===== config.mk =====
export PLATFORM = sky130hd
export DESIGN_NAME = clock_gen_control_pins
export DESIGN_NICKNAME = d
export VERILOG_FILES = /design/src/verilog/pin_ctrl_pkg.sv /design/src/verilog/clock_gen_control_pins.sv
export SDC_FILE = /design/constraint.sdc
export NUM_CORES = 1
export LEC_CHECK = 0
export BUFFER_PORTS_ARGS = -buffer_cell sky130_fd_sc_hd__clkbuf_2
export CAP_MARGIN = 20
export CORE_ASPECT_RATIO = 0.6
export CORE_UTILIZATION = 45
export DETAILED_ROUTE_END_ITERATION = 8
export PLACE_DENSITY = 0.7
export SKIP_LAST_GASP = 1
export SLEW_MARGIN = 20
export SYNTH_ARGS = -nofsm -noshare
export SYNTH_HDL_FRONTEND = slang
export SYNTH_SLANG_ARGS = --single-unit

===== constraint.sdc =====
create_clock -name clock -period 2.8 [get_ports clock]
set_clock_uncertainty 0.2 [all_clocks]
set_input_delay 0.56 -clock clock [delete_from_list [all_inputs] [get_ports clock]]
set_output_delay 0.56 -clock clock [all_outputs]
set_load 0.03 [all_outputs]

===== src/verilog/pin_ctrl_pkg.sv =====
// Shared constants for the clock generator control-pin block
package pin_ctrl_pkg;
  // Serial host interface kinds
  typedef enum logic [1:0] {
    iface_i2c,
    iface_spi3,
    iface_spi4
  } iface_type;
  // Level of the bus kind select that picks I2C
  localparam logic i2c_sel_level = 1'b1;
  // Reset values of the status pin outputs and of the core's output enable and reference
  localparam logic irq_n_reset = 1'b1;
  localparam logic lock_ok_reset = 1'b0;
  localparam logic xtal_lost_n_reset = 1'b1;
  localparam logic outputs_on_reset = 1'b0;
  localparam logic [1:0] ref_sel_reset = 2'h0;
  // Synchroniser depth
  localparam int sync_stages = 2;
endpackage


===== src/verilog/clock_gen_control_pins.sv =====
// Control and status pin logic of a multi-output clock generator
// Notes on behaviour
// - Bus select high means I2C, low SPI
// - Data pin: SDA, SDIO, or SDI input
// - Address bit1 in I2C, serial out SPI4
// - Host supplies the one serial clock
// - Address bit0 in I2C, chip select SPI
// - Interrupt driven low on status change
// - Reset returns all state to defaults
// - Clock outputs off during reset
// - Output disable high turns outputs off
// - Lock indicator high when PLL locked
// - Flag crystal signal loss on status output
// - Realign low resets the output dividers
// - Step-down input lowers selected output once
// - Step-up input raises selected output once
// - Manual mode reference chosen by two pins
module clock_gen_control_pins (
  // Clock and reset
  input wire logic clock,
  input wire logic rst,
  // Pins from the host
  input wire logic i2c_select,
  input wire logic spi_three_wire,
  input wire logic device_reset_n,
  input wire logic addr_bit0_or_chip_select_n,
  input wire logic addr_bit1_in,
  input wire logic serial_data_in,
  input wire logic serial_clock,
  input wire logic output_disable,
  input wire logic divider_realign_n,
  input wire logic freq_step_down,
  input wire logic freq_step_up,
  input wire logic manual_ref_mode,
  input wire logic [1:0] ref_input_sel,
  // From the serial engine
  input wire logic engine_data_out,
  input wire logic engine_data_oe,
  // From the PLL and crystal monitor, plus the host's status acknowledge
  input wire logic pll_locked_raw,
  input wire logic xtal_lost_raw,
  input wire logic status_ack,
  // Pin outputs
  output logic sda_sdio_out,
  output logic sda_sdio_oe,
  output logic addr_bit1_or_serial_out,
  output logic addr_bit1_or_serial_out_oe,
  output logic status_change_irq_n,
  output logic pll_lock_ok,
  output logic xtal_signal_lost_n,
  // To the core
  output pin_ctrl_pkg::iface_type iface_mode,
  output logic serial_clock_sync,
  output logic serial_data_sync,
  output logic chip_select_n_sync,
  output logic [1:0] slave_addr_low,
  output logic core_reset,
  output logic outputs_enabled,
  output logic divider_reset,
  output logic step_down_pulse,
  output logic step_up_pulse,
  output logic [1:0] active_ref
);
  // Pins brought into the clock domain, one synchroniser each
  localparam int n_in = 17;
  localparam int depth = pin_ctrl_pkg::sync_stages;
  logic [n_in-1:0] raw_in;
  wire logic [n_in-1:0] synced;
  logic step_dn_prev_q;
  logic step_up_prev_q;
  logic lock_prev_q;
  logic lost_prev_q;
  logic i2c_s, spi3_s, dev_rst_s, cs_s, a1_s, sdi_s, sclk_s;
  logic oe_s, realign_s, dn_s, up_s, man_s, lock_s, lost_s, ack_s;
  logic [1:0] ref_sel_s;
  logic status_change;

  // Every asynchronous input passes two flip-flops
  assign raw_in = {i2c_select, spi_three_wire, device_reset_n,
                   addr_bit0_or_chip_select_n, addr_bit1_in,
                   serial_data_in, serial_clock, output_disable,
                   divider_realign_n, freq_step_down, freq_step_up,
                   manual_ref_mode, pll_locked_raw, xtal_lost_raw,
                   status_ack, ref_input_sel};

  // One chain per pin; logic reads only the last stage
  // Chains clear to zero, so the device reset reads as held
  // until the pin has crossed, and all it gates stays quiet
  for (genvar b = 0; b < n_in; b++) begin : g_sync
    logic [depth-1:0] chain_q;
    always_ff @(posedge clock or posedge rst) begin
      if (rst) begin
        chain_q <= '0;
      end else begin
        chain_q <= {chain_q[depth-2:0], raw_in[b]};
      end
    end
    assign synced[b] = chain_q[depth-1];
  end
  assign {i2c_s, spi3_s, dev_rst_s, cs_s, a1_s, sdi_s, sclk_s, oe_s,
          realign_s, dn_s, up_s, man_s, lock_s, lost_s, ack_s,
          ref_sel_s} = synced;

  // Any edge of lock or crystal status counts as a change
  // Previous-value flops clear like the chains, so leaving rst
  // never looks like a change
  assign status_change = (lock_s != lock_prev_q) ||
                         (lost_s != lost_prev_q);

  // Interface mode and shared-pin decoding
  // Pins stay undriven while the device reset is seen, which also
  // covers the first edges after rst while the chains read zero
  always_ff @(posedge clock or posedge rst) begin
    if (rst) begin
      iface_mode <= pin_ctrl_pkg::iface_i2c;
      serial_clock_sync <= 1'b0;
      serial_data_sync <= 1'b0;
      chip_select_n_sync <= 1'b1;
      slave_addr_low <= 2'h0;
      sda_sdio_out <= 1'b0;
      sda_sdio_oe <= 1'b0;
      addr_bit1_or_serial_out <= 1'b0;
      addr_bit1_or_serial_out_oe <= 1'b0;
    end else begin
      // Serial clock and data always reach the engine
      serial_clock_sync <= sclk_s;
      serial_data_sync <= sdi_s;
      if (i2c_s == pin_ctrl_pkg::i2c_sel_level) begin
        iface_mode <= pin_ctrl_pkg::iface_i2c;
        chip_select_n_sync <= 1'b1;
        // Address pins are read only in I2C mode
        slave_addr_low <= {a1_s, cs_s};
        // Open drain: drive only low
        sda_sdio_out <= 1'b0;
        sda_sdio_oe <= dev_rst_s & engine_data_oe & ~engine_data_out;
        addr_bit1_or_serial_out <= 1'b0;
        addr_bit1_or_serial_out_oe <= 1'b0;
      end else begin
        iface_mode <= spi3_s ? pin_ctrl_pkg::iface_spi3
                             : pin_ctrl_pkg::iface_spi4;
        chip_select_n_sync <= cs_s;
        slave_addr_low <= 2'h0;
        sda_sdio_out <= engine_data_out;
        // Three-wire turns the data pin; four-wire uses the A1 pin
        sda_sdio_oe <= dev_rst_s & spi3_s & engine_data_oe & ~cs_s;
        addr_bit1_or_serial_out <= engine_data_out;
        addr_bit1_or_serial_out_oe <= dev_rst_s & ~spi3_s & ~cs_s;
      end
    end
  end

  // Device reset, output enable and divider realignment
  // Outputs stay off until the device reset pin is seen high;
  // realignment is a level that holds the dividers while low
  always_ff @(posedge clock or posedge rst) begin
    if (rst) begin
      core_reset <= 1'b1;
      outputs_enabled <= pin_ctrl_pkg::outputs_on_reset;
      divider_reset <= 1'b0;
    end else begin
      core_reset <= ~dev_rst_s;
      outputs_enabled <= dev_rst_s & ~oe_s;
      divider_reset <= ~realign_s & dev_rst_s;
    end
  end

  // Status outputs and interrupt
  // Lock is shown only while the device is out of reset
  always_ff @(posedge clock or posedge rst) begin
    if (rst) begin
      pll_lock_ok <= pin_ctrl_pkg::lock_ok_reset;
      xtal_signal_lost_n <= pin_ctrl_pkg::xtal_lost_n_reset;
      status_change_irq_n <= pin_ctrl_pkg::irq_n_reset;
      lock_prev_q <= 1'b0;
      lost_prev_q <= 1'b0;
    end else begin
      lock_prev_q <= lock_s;
      lost_prev_q <= lost_s;
      pll_lock_ok <= lock_s & dev_rst_s;
      xtal_signal_lost_n <= ~lost_s;
      // A new change wins over an acknowledge in the same cycle
      if (!dev_rst_s) begin
        status_change_irq_n <= pin_ctrl_pkg::irq_n_reset;
      end else if (status_change) begin
        status_change_irq_n <= 1'b0;
      end else if (ack_s) begin
        status_change_irq_n <= 1'b1;
      end
    end
  end

  // Frequency step requests, one pulse per rising edge
  // A held pin gives one pulse; it must fall before the next step
  // No step is taken while the device reset is seen
  always_ff @(posedge clock or posedge rst) begin
    if (rst) begin
      step_dn_prev_q <= 1'b0;
      step_up_prev_q <= 1'b0;
      step_down_pulse <= 1'b0;
      step_up_pulse <= 1'b0;
    end else begin
      step_dn_prev_q <= dn_s;
      step_up_prev_q <= up_s;
      step_down_pulse <= dn_s & ~step_dn_prev_q & dev_rst_s;
      step_up_pulse <= up_s & ~step_up_prev_q & dev_rst_s;
    end
  end

  // Manual reference selection; held while manual mode is off
  // The two choice bits cross separately, so changing both at
  // once may show a mixed code for one cycle
  always_ff @(posedge clock or posedge rst) begin
    if (rst) begin
      active_ref <= pin_ctrl_pkg::ref_sel_reset;
    end else if (!dev_rst_s) begin
      active_ref <= pin_ctrl_pkg::ref_sel_reset;
    end else if (man_s) begin
      active_ref <= ref_sel_s;
    end
  end
endmodule


==> results of run 1 <==
per-layer routing:
layer | up-vias | GRT usage, %
li1 | 378 | -
met1 | 386 | 16.6
met2 | 31 | 20.7
met3 | 7 | 10.4
met4 | 0 | 10.7
met5 | - | 0
per-stage QoR:
step	hold slack, ps	worst slack, ps	cell area, µm²
3_5_place_dp	135	1230	1900
6_report	107	989	2100
3_3_place_gp	133	1260	1900
2_1_floorplan	131	619	1630
5_1_grt	109	940	2100
4_1_cts	112	962	2100
report_power, final:
group | switching, W | internal [W] | leakage (nW)
sequential | 0.0000163 | 0.000883 | 0.692
clock | 0.000282 | 0.000459 | 0.101
combinational | 0.0000628 | 0.0000309 | 0.264
total | 0.000361 | 0.00137 | 1.06
sequential cells by signal, summed over array words and instances (netlist names), 2 cells and up:
register        count
iface_mode          2
active_ref          2
slave_addr_low      2
g_sync.chain_q     34
cell families (layout without fill, tap and decap cells):
| group | Yosys count | count (layout) | share of synthesized area [%] |
|---|---|---|---|
| xor gates and xnor gates | 2 | 2 | 1.07 |
| and+or+nand+nor | 18 | 18 | 6.66 |
| AOI/OAI and AO/OA | 2 | 2 | 0.766 |
| muxes | 2 | 2 | 1.23 |
| buffers and inverters | 4 | 62 | 1.15 |
| DFF | 58 | 58 | 89.1 |
worst paths after layout:
| check | end | startpoint | slack, ps | cells past startpoint |
|---|---|---|---|---|
| max in group asynchronous | chip_select_n_sync | rst | 1620 | 3 |
| worst min register to register | g_sync[13].chain_q[1] | g_sync[13].chain_q[0] | 150 | 0 |
| worst min-delay path | g_sync[3].chain_q[0] | rst | 110 | 2 |
| worst max-delay path | status_change_irq_n | status_change_irq_n | 990 | 1 |
| worst max register to register | addr_bit1_or_serial_out_oe | g_sync[14].chain_q[1] | 1450 | 2 |
| min in group clock | g_sync[2].chain_q[0] | status_ack | 140 | 1 |
cells in the final DEF (no fill, tap or decap), types with 2 or more instances in the layout:
master	netlist	final
dfrtp_1	54	54
nor2_1	6	6
clkbuf_1	0	3
dfstp_2	4	4
and2_2	2	2
mux2i_1	2	2
clkbuf_2	0	41
nor3b_1	2	2
and2b_2	2	2
clkbuf_8	0	11
xor2_1	2	2
buf_4	1	2
final cells by class:
class,instances,area [µm²]
well taps,45,56.3
inverters,3,11.3
flip-flops and latches,58,1460
repair buffers,43,220
fillers,266,1260
multi-input cells,24,159
clock buffers,14,163
clock inverters,2,35.0
==> results.toml, run 1 <==
[run_status]
status = "finished clean"

[route]
routed-wl-met3_um = 182
drt-total-wl_um = 2180
drcViolationCount = 0
top_layer = "met4"
route.met2.wl_um = 984
drt_iter0_markers = 30
vias_per_cell = 4.24
num_vias = 802
ant_nets = 0
wl_met1_um = 968
first_pass_iters = 3
wire_per_inst_um = 11.5

[logic_synthesis]
synth.distinct_cells = 19
netlist_instances = 86
netlist_area_um2 = 1630
ys_warn_count = 0
synth_largest_area_cell = "dfrtp_1"
yosys-top-cells-area = "dfrtp_1 (83%), dfstp_2 (6.4%), nor2_1 (1.4%), mux2i_1 (1.2%), and2b_2 (1.1%)"
synth.most_common_cell = "dfrtp_1"
synthFlopType = "dfrtp_1"
synth-seq-area-share_pct = 89.1
ys_async_sr_fraction_pct = 100
synth_edf_count = 0
synth_area_per_cell_um2 = 19.0
synth_common_cells = "dfrtp_1 (54), nor2_1 (6), dfstp_2 (4)"
synth-seq-cells = 58
synth_top_area_share_pct = 82.7
syn-num-nets = 107

[clocking]
cts_hold_buf = 0
cts_max_path_buffers = 2
cts.sinks = 58
cts_max_level = 3
clkLatencyLatePin_ps = 320
cts_buffers = 9
clk_pin_slew_worst_paths_ps = 60
cts_tree = "done"
post-cts-setup-buffer-count = 0
clock-root-buffer = "clkbuf_8"
post_cts_resized = 0

[floorplan]
start_util_pct = 48.6
die_w_um = 79.8
rows = 16
core_um2 = 3360
dieArea_um2 = 3880
io_pins = 42
die_h_um = 48.7

[layout]
fin_nets = 160
final_cell_count_no_fill = 189
drive_gt1_share_pct = 45.8
num_antenna_cells = 0
final_util_pct = 62.5
area_growth_pct = 28.6

[worst_setup_path]
crit_required_ps = 2040
crit_type = "reg -> out"
crit_path_top_delay_cell = "dfstp_2"
start_kind = "flop"
cp_data_arrival_time_ps = 1050
max_stage_delay_ps = 530
cp_num_buf_inv = 1
path_cells = "clkbuf_2"
critPathTopFamily = "flip-flops"
end_kind = "output port"
worst-path-max-fanout = 2

[power_and_ir_drop]
finalPower_w = 0.00173
power.density_nw_per_um2 = 826
p_leak_nw = 1.06
vdd.ir_drop.worst_v = 0.000454

[job]
drv_cap = 0

[sta]
tns_ps = 0
rsz0062_at_grt = "no"
hold_viol = 0
finalSetupViolCount = 0
tightestPinTransition_ps = 638
slew-limit-headroom_pct = 57.4
fin_crit_ps = 1810
fmax_mhz = 552
finalCritPeriodShare_pct = 64.7
drv_slew = 0

[placed_design]
placed_cells = 173
port_buffers = 41
hpwl_um = 1420
gp_congestion = 0.632

[hold_path]
hold_class = "in -> async"

[grt]
first_global_vias = 815
gr-usage-all-layers_pct = 15.1
gr-total-overflow = 0
antenna_found_initial = 0
grt_max_degree = 34
grt_pass1_wl_um = 3810
(Power assumes the default switching activity.)
==> run 2: changes to the inputs <==
Clock period 2.8 ns to 1.9 ns, I/O delays scaled along.
==> results.toml, run 2 (synthesis gave the netlist of run 1 again) <==
[layout]
fill_cells = 246
layout_common_cells = "dfrtp_1 (54), clkbuf_2 (41), dlygate4sd3_1 (18)"
num_antenna_cells = 0
final_common_cell = "dfrtp_1"
drive_gt1_share_pct = 41.0
final_cell_count_no_fill = 206
largest_reg_flops = 34
area_growth_pct = 40.7
top_register = "g_sync.chain_q"
fin_nets = 177

[clocking]
clock-root-buffer = "clkbuf_8"
cts.sinks = 58
clkLatencyLatePin_ps = 310
cts_max_path_buffers = 2
cts_tree = "done"
clk_pin_slew_worst_paths_ps = 50
post_cts_resized = 0
cts_buffers = 9
post-cts-setup-buffer-count = 0
cts_max_level = 3

[floorplan]
start_util_pct = 48.6
die_h_um = 48.7
dieArea_um2 = 3880
core_um2 = 3360
io_pins = 42
die_w_um = 79.8
rows = 16

[run_status]
status = "finished clean"

[grt]
grt_pass1_wl_um = 4110
antenna_found_initial = 0
grt_max_degree = 40
gr-usage-all-layers_pct = 15.2
gr-total-overflow = 0
first_global_vias = 907

[sta]
fin_crit_ps = 1610
tns_ps = 0
fmax_mhz = 623
hold_viol = 0
rsz0062_at_grt = "no"
slew-limit-headroom_pct = 70.9
drv_slew = 0
finalCritPeriodShare_pct = 84.5
holdWs_ps = 101
layout_setup_ws_ps = 294
finalSetupViolCount = 0
tightestPinTransition_ps = 435

[power_and_ir_drop]
swShare_pct = 20.1
p_leak_nw = 1.13
power.share.combinational_pct = 6.5
p_switching_w = 0.000525
p_seq_share_pct = 50.8
intPower_w = 0.00209
vdd.ir_drop.worst_v = 0.000797
p_clk_share_pct = 42.6
power.density_nw_per_um2 = 1140

[worst_setup_path]
crit_type = "reg -> out"
cp_data_arrival_time_ps = 1030
max_stage_delay_ps = 530
crit_required_ps = 1320
cp_num_buf_inv = 1
crit_path_top_delay_cell = "dfstp_2"
end_kind = "output port"
start_kind = "flop"
critPathTopFamily = "flip-flops"
path_cells = "clkbuf_2"
worst-path-max-fanout = 2

[route]
first_pass_iters = 4
wire_per_inst_um = 11.6
drt-total-wl_um = 2390
route.met2.wl_um = 1250
ant_nets = 0
drcViolationCount = 0
drt_iter0_markers = 16
num_vias = 863
top_layer = "met4"
wl_met1_um = 981
routed-wl-met3_um = 139
vias_per_cell = 4.19

[placed_design]
gp_congestion = 0.667
hpwl_um = 1570
port_buffers = 41
placed_cells = 172
post-place-ws_ps = 605

[job]
drv_cap = 0

[hold_path]
hold_class = "in -> reg"
## run 2: cell types whose count changed in the layout (fill, tap and decap cells not counted)
cell	change
clkbuf_1	-1
dlygate4sd3_1	+18
buf_4	-2
clkinvlp_4	+1
buf_12	+1
inv_2	-1
clkbuf_8	+1
## run 2: worst paths after layout
check | startpoint | end | slack [ps] | cells past startpoint
worst min-delay path | engine_data_oe | sda_sdio_oe | 100 | 3
worst min register to register | g_sync[4].chain_q[0] | g_sync[4].chain_q[1] | 150 | 0
worst max-delay path | status_change_irq_n | status_change_irq_n | 290 | 1
min in group asynchronous | rst | g_sync[14].chain_q[1] | 420 | 3
max in group asynchronous | rst | chip_select_n_sync | 510 | 4
worst max register to register | g_sync[14].chain_q[1] | addr_bit1_or_serial_out_oe | 590 | 2
## run 2: power by group through the flow
stage | clock network [W] | registers [W] | logic, W
2_1_floorplan | 0 | 0.00139 | 0.0000430
3_3_place_gp | 0 | 0.00134 | 0.000142
3_5_place_dp | 0 | 0.00135 | 0.000145
4_1_cts | 0.00115 | 0.00133 | 0.000174
5_1_grt | 0.00122 | 0.00133 | 0.000188
6_report | 0.00111 | 0.00133 | 0.000171
## run 2: final cells by class
type / count / area (µm²) / share of cell area [%]
clock buffer: 14 / 173 / 7.51
timing repair buffer: 60 / 405 / 17.6
clock inverter: 2 / 35.0 / 1.52
sequential: 58 / 1460 / 63.3
inverter: 3 / 15.0 / 0.653
multi-input combinational: 24 / 159 / 6.91
tap: 45 / 56.3 / 2.45
## run 2: per-stage QoR
step                      area (µm²)  util, %  total power (W)
after floorplan                 1640        -          0.00143
after global placement          1910     56.8          0.00149
after detailed placement        1910     56.8          0.00149
after CTS                       2300     68.4          0.00265
after global routing            2300     68.4          0.00274
final                           2300     68.4          0.00261
## run 2: layer usage
layer / GRT usage [%] / vias up
met5: 0 / -
met4: 4.46 / 0
met3: 8.11 / 2
met2: 24.5 / 27
met1: 17.7 / 423
li1: - / 411
## run 2: repair_timing
item | in CTS | in global routing
setup endpoints to repair | 0 | 0
endpoints found under the hold margin | 34 | 0
hold buffers | 18 | 0
==> run 3: changes to the inputs <==
Settings changed: ABC_AREA set to 1, PLACE_DENSITY 0.7 to 0.72.
Clock period 1.9 ns to 1.45 ns, I/O delays scaled along.
==> results.toml, run 3 <==
[worst_setup_path]
crit_type = "reg -> out"
path_cells = "buf_8"
crit_required_ps = 960
crit_path_top_delay_cell = "dfstp_2"
cp_data_arrival_time_ps = 1000
rrSetupSlack_ps = 380
r2r-start = "status_change_irq_n"
critPathTopFamily = "flip-flops"
cp_num_buf_inv = 1
end_kind = "output port"
rr_worst_depth = 4
r2r-end = "status_change_irq_n"
start_kind = "flop"
max_stage_delay_ps = 550
worst-path-max-fanout = 2

[logic_synthesis]
synth_edf_count = 0
synth-seq-area-share_pct = 87.1
syn-num-nets = 127
synth.distinct_cells = 13
ys_warn_count = 0
synth_common_cells = "dfrtp_1 (54), inv_1 (13), nand2_1 (13), nor2_1 (10)"
synth_largest_area_cell = "dfrtp_1"
synth_area_per_cell_um2 = 15.8
synth-seq-cells = 58
netlist_area_um2 = 1670
netlist_instances = 106
synth.most_common_cell = "dfrtp_1"
synthFlopType = "dfrtp_1"
ys_async_sr_fraction_pct = 100
yosys-top-cells-area = "dfrtp_1 (81%), dfstp_2 (6.3%), inv_1 (2.9%), nand2_1 (2.9%), nor2_1 (2.2%)"
synth_top_area_share_pct = 80.8

[sta]
slew-limit-headroom_pct = 81.3
fin_crit_ps = 1490
tns_ps = -81.1
finalCritPeriodShare_pct = 102
layout_setup_ws_ps = -36.2
drv_slew = 0
hold_viol = 0
rsz0062_at_grt = "yes"
fmax_mhz = 673
finalSetupViolCount = 4
tightestPinTransition_ps = 281

[layout]
final_common_cell = "dfrtp_1"
num_antenna_cells = 0
fin_nets = 199
regArea_um2 = 1460
layout_common_cells = "dfrtp_1 (54), clkbuf_2 (37), dlygate4sd3_1 (20)"
top_register = "g_sync.chain_q"
fill_cells = 238
drive_gt1_share_pct = 36.1
largest_reg_flops = 34
stdcell_area_um2 = 2400
area_growth_pct = 43.7
multi_input_area_um2 = 143

[clocking]
cts_max_level = 3
post-cts-setup-buffer-count = 0
cts.sinks = 58
clock-root-buffer = "clkbuf_8"
cts_buffers = 9
clk_pin_slew_worst_paths_ps = 60
cts_max_path_buffers = 2
cts_tree = "done"
clkLatencyLatePin_ps = 320

[route]
drt-total-wl_um = 2580
wire_per_inst_um = 11.3
drt_iter0_markers = 59
num_vias = 957
first_pass_iters = 4
ant_nets = 0
drcViolationCount = 0
vias_per_cell = 4.20

[floorplan]
dieArea_um2 = 3970
core_um2 = 3400
io_pins = 42
start_util_pct = 49.2
die_w_um = 80.7
rows = 16
die_h_um = 49.2

[grt]
grt_pass1_wl_um = 4330
antenna_found_initial = 0
first_global_vias = 994
gr-total-overflow = 0
grt_max_degree = 59
gr-usage-all-layers_pct = 16.5

[run_status]
violations = "negative setup slack"
status = "finished with violations"

[power_and_ir_drop]
p_switching_w = 0.000723
finalPower_w = 0.00352
vdd.ir_drop.worst_v = 0.00102
p_seq_share_pct = 49.4
p_leak_nw = 1.22
swShare_pct = 20.5
intPower_w = 0.00280
p_clk_share_pct = 43.4
power.density_nw_per_um2 = 1460
power.share.combinational_pct = 7.1

[placed_design]
post-place-ws_ps = 254
gp_congestion = 0.683
port_buffers = 41
hpwl_um = 1610
place_area_um2 = 1950

[job]
drv_cap = 0

[hold_path]
hold_end = "g_sync[1].chain_q[1]"
hold_class = "reg -> reg"
holdCritStartpoint = "g_sync[1].chain_q[0]"
min_path_cells = 0
run 3: cell count changes after synthesis, moves of 2 or more:
cell / before / now
inv_1: 2 / 13
and2_2: 2 / 0
nor3b_1: 2 / 0
nand3_1: 0 / 4
and2b_2: 2 / 0
o21ai_2: 0 / 2
xor2_1: 2 / 0
mux2i_1: 2 / 0
nor2_1: 6 / 10
nand2_1: 1 / 13
run 3: metal layers:
layer	share of wire (%)	GRT usage [%]	wire length [µm]	vias up
met3	9.3	12.0	239	8
met5	0	0	0	-
met4	2.3	8.04	59	0
met2	49	24.6	1270	37
li1	-	-	-	462
met1	39	17.5	1010	450
run 3: kinds of logic after synthesis:
family / synth area share [%]
simple gates: 7.18
compound gates: 1.35
flops: 87.1
buf+inv: 4.41
run 3: worst max path at each step:
stage                                       start                   to  slack, ps  depth (start not counted)
after CTS                     status_change_irq_n  status_change_irq_n        -70                          1
final                         status_change_irq_n  status_change_irq_n        -40                          1
after global routing          status_change_irq_n  status_change_irq_n        -80                          1
after global placement        status_change_irq_n  status_change_irq_n        260                          1
after floorplan           addr_bit1_or_serial_out         sda_sdio_out        260                          1
after detailed placement      status_change_irq_n  status_change_irq_n        250                          1
run 3: cell type report:
cell class,count,share of cell area [%]
Tap cell,45,2.34
Multi-Input combinational cell,32,5.93
Clock inverter,1,1.25
Inverter,14,2.45
Clock buffer,15,7.76
Sequential cell,58,60.6
Timing Repair Buffer,63,19.7
run 3: through the flow:
| stage | utilization (%) | hold slack [ps] | std cells |
|---|---|---|---|
| 2_1_floorplan | - | 121 | 106 |
| 3_3_place_gp | 57.2 | 132 | 192 |
| 3_5_place_dp | 57.2 | 135 | 192 |
| 4_1_cts | 70.5 | 145 | 228 |
| 5_1_grt | 70.6 | 152 | 228 |
| 6_report | 70.6 | 145 | 228 |
run 3: timing repair:
action                                  in CTS  in global routing
hold buffers                                20                  0
gates resized for setup                      8                  4
endpoints found under the setup margin       4                  4
gates cloned                                 0                  0
endpoints found under the hold margin       73                  0
run 3: power groups by stage:
stage / Sequential [W] / Combinational (W) / Clock (W)
CTS: 0.00174 / 0.000250 / 0.00159
finish: 0.00174 / 0.000251 / 0.00153
global placement: 0.00176 / 0.000194 / 0
global route: 0.00175 / 0.000275 / 0.00165
detailed placement: 0.00177 / 0.000198 / 0
floorplan: 0.00182 / 0.0000667 / 0
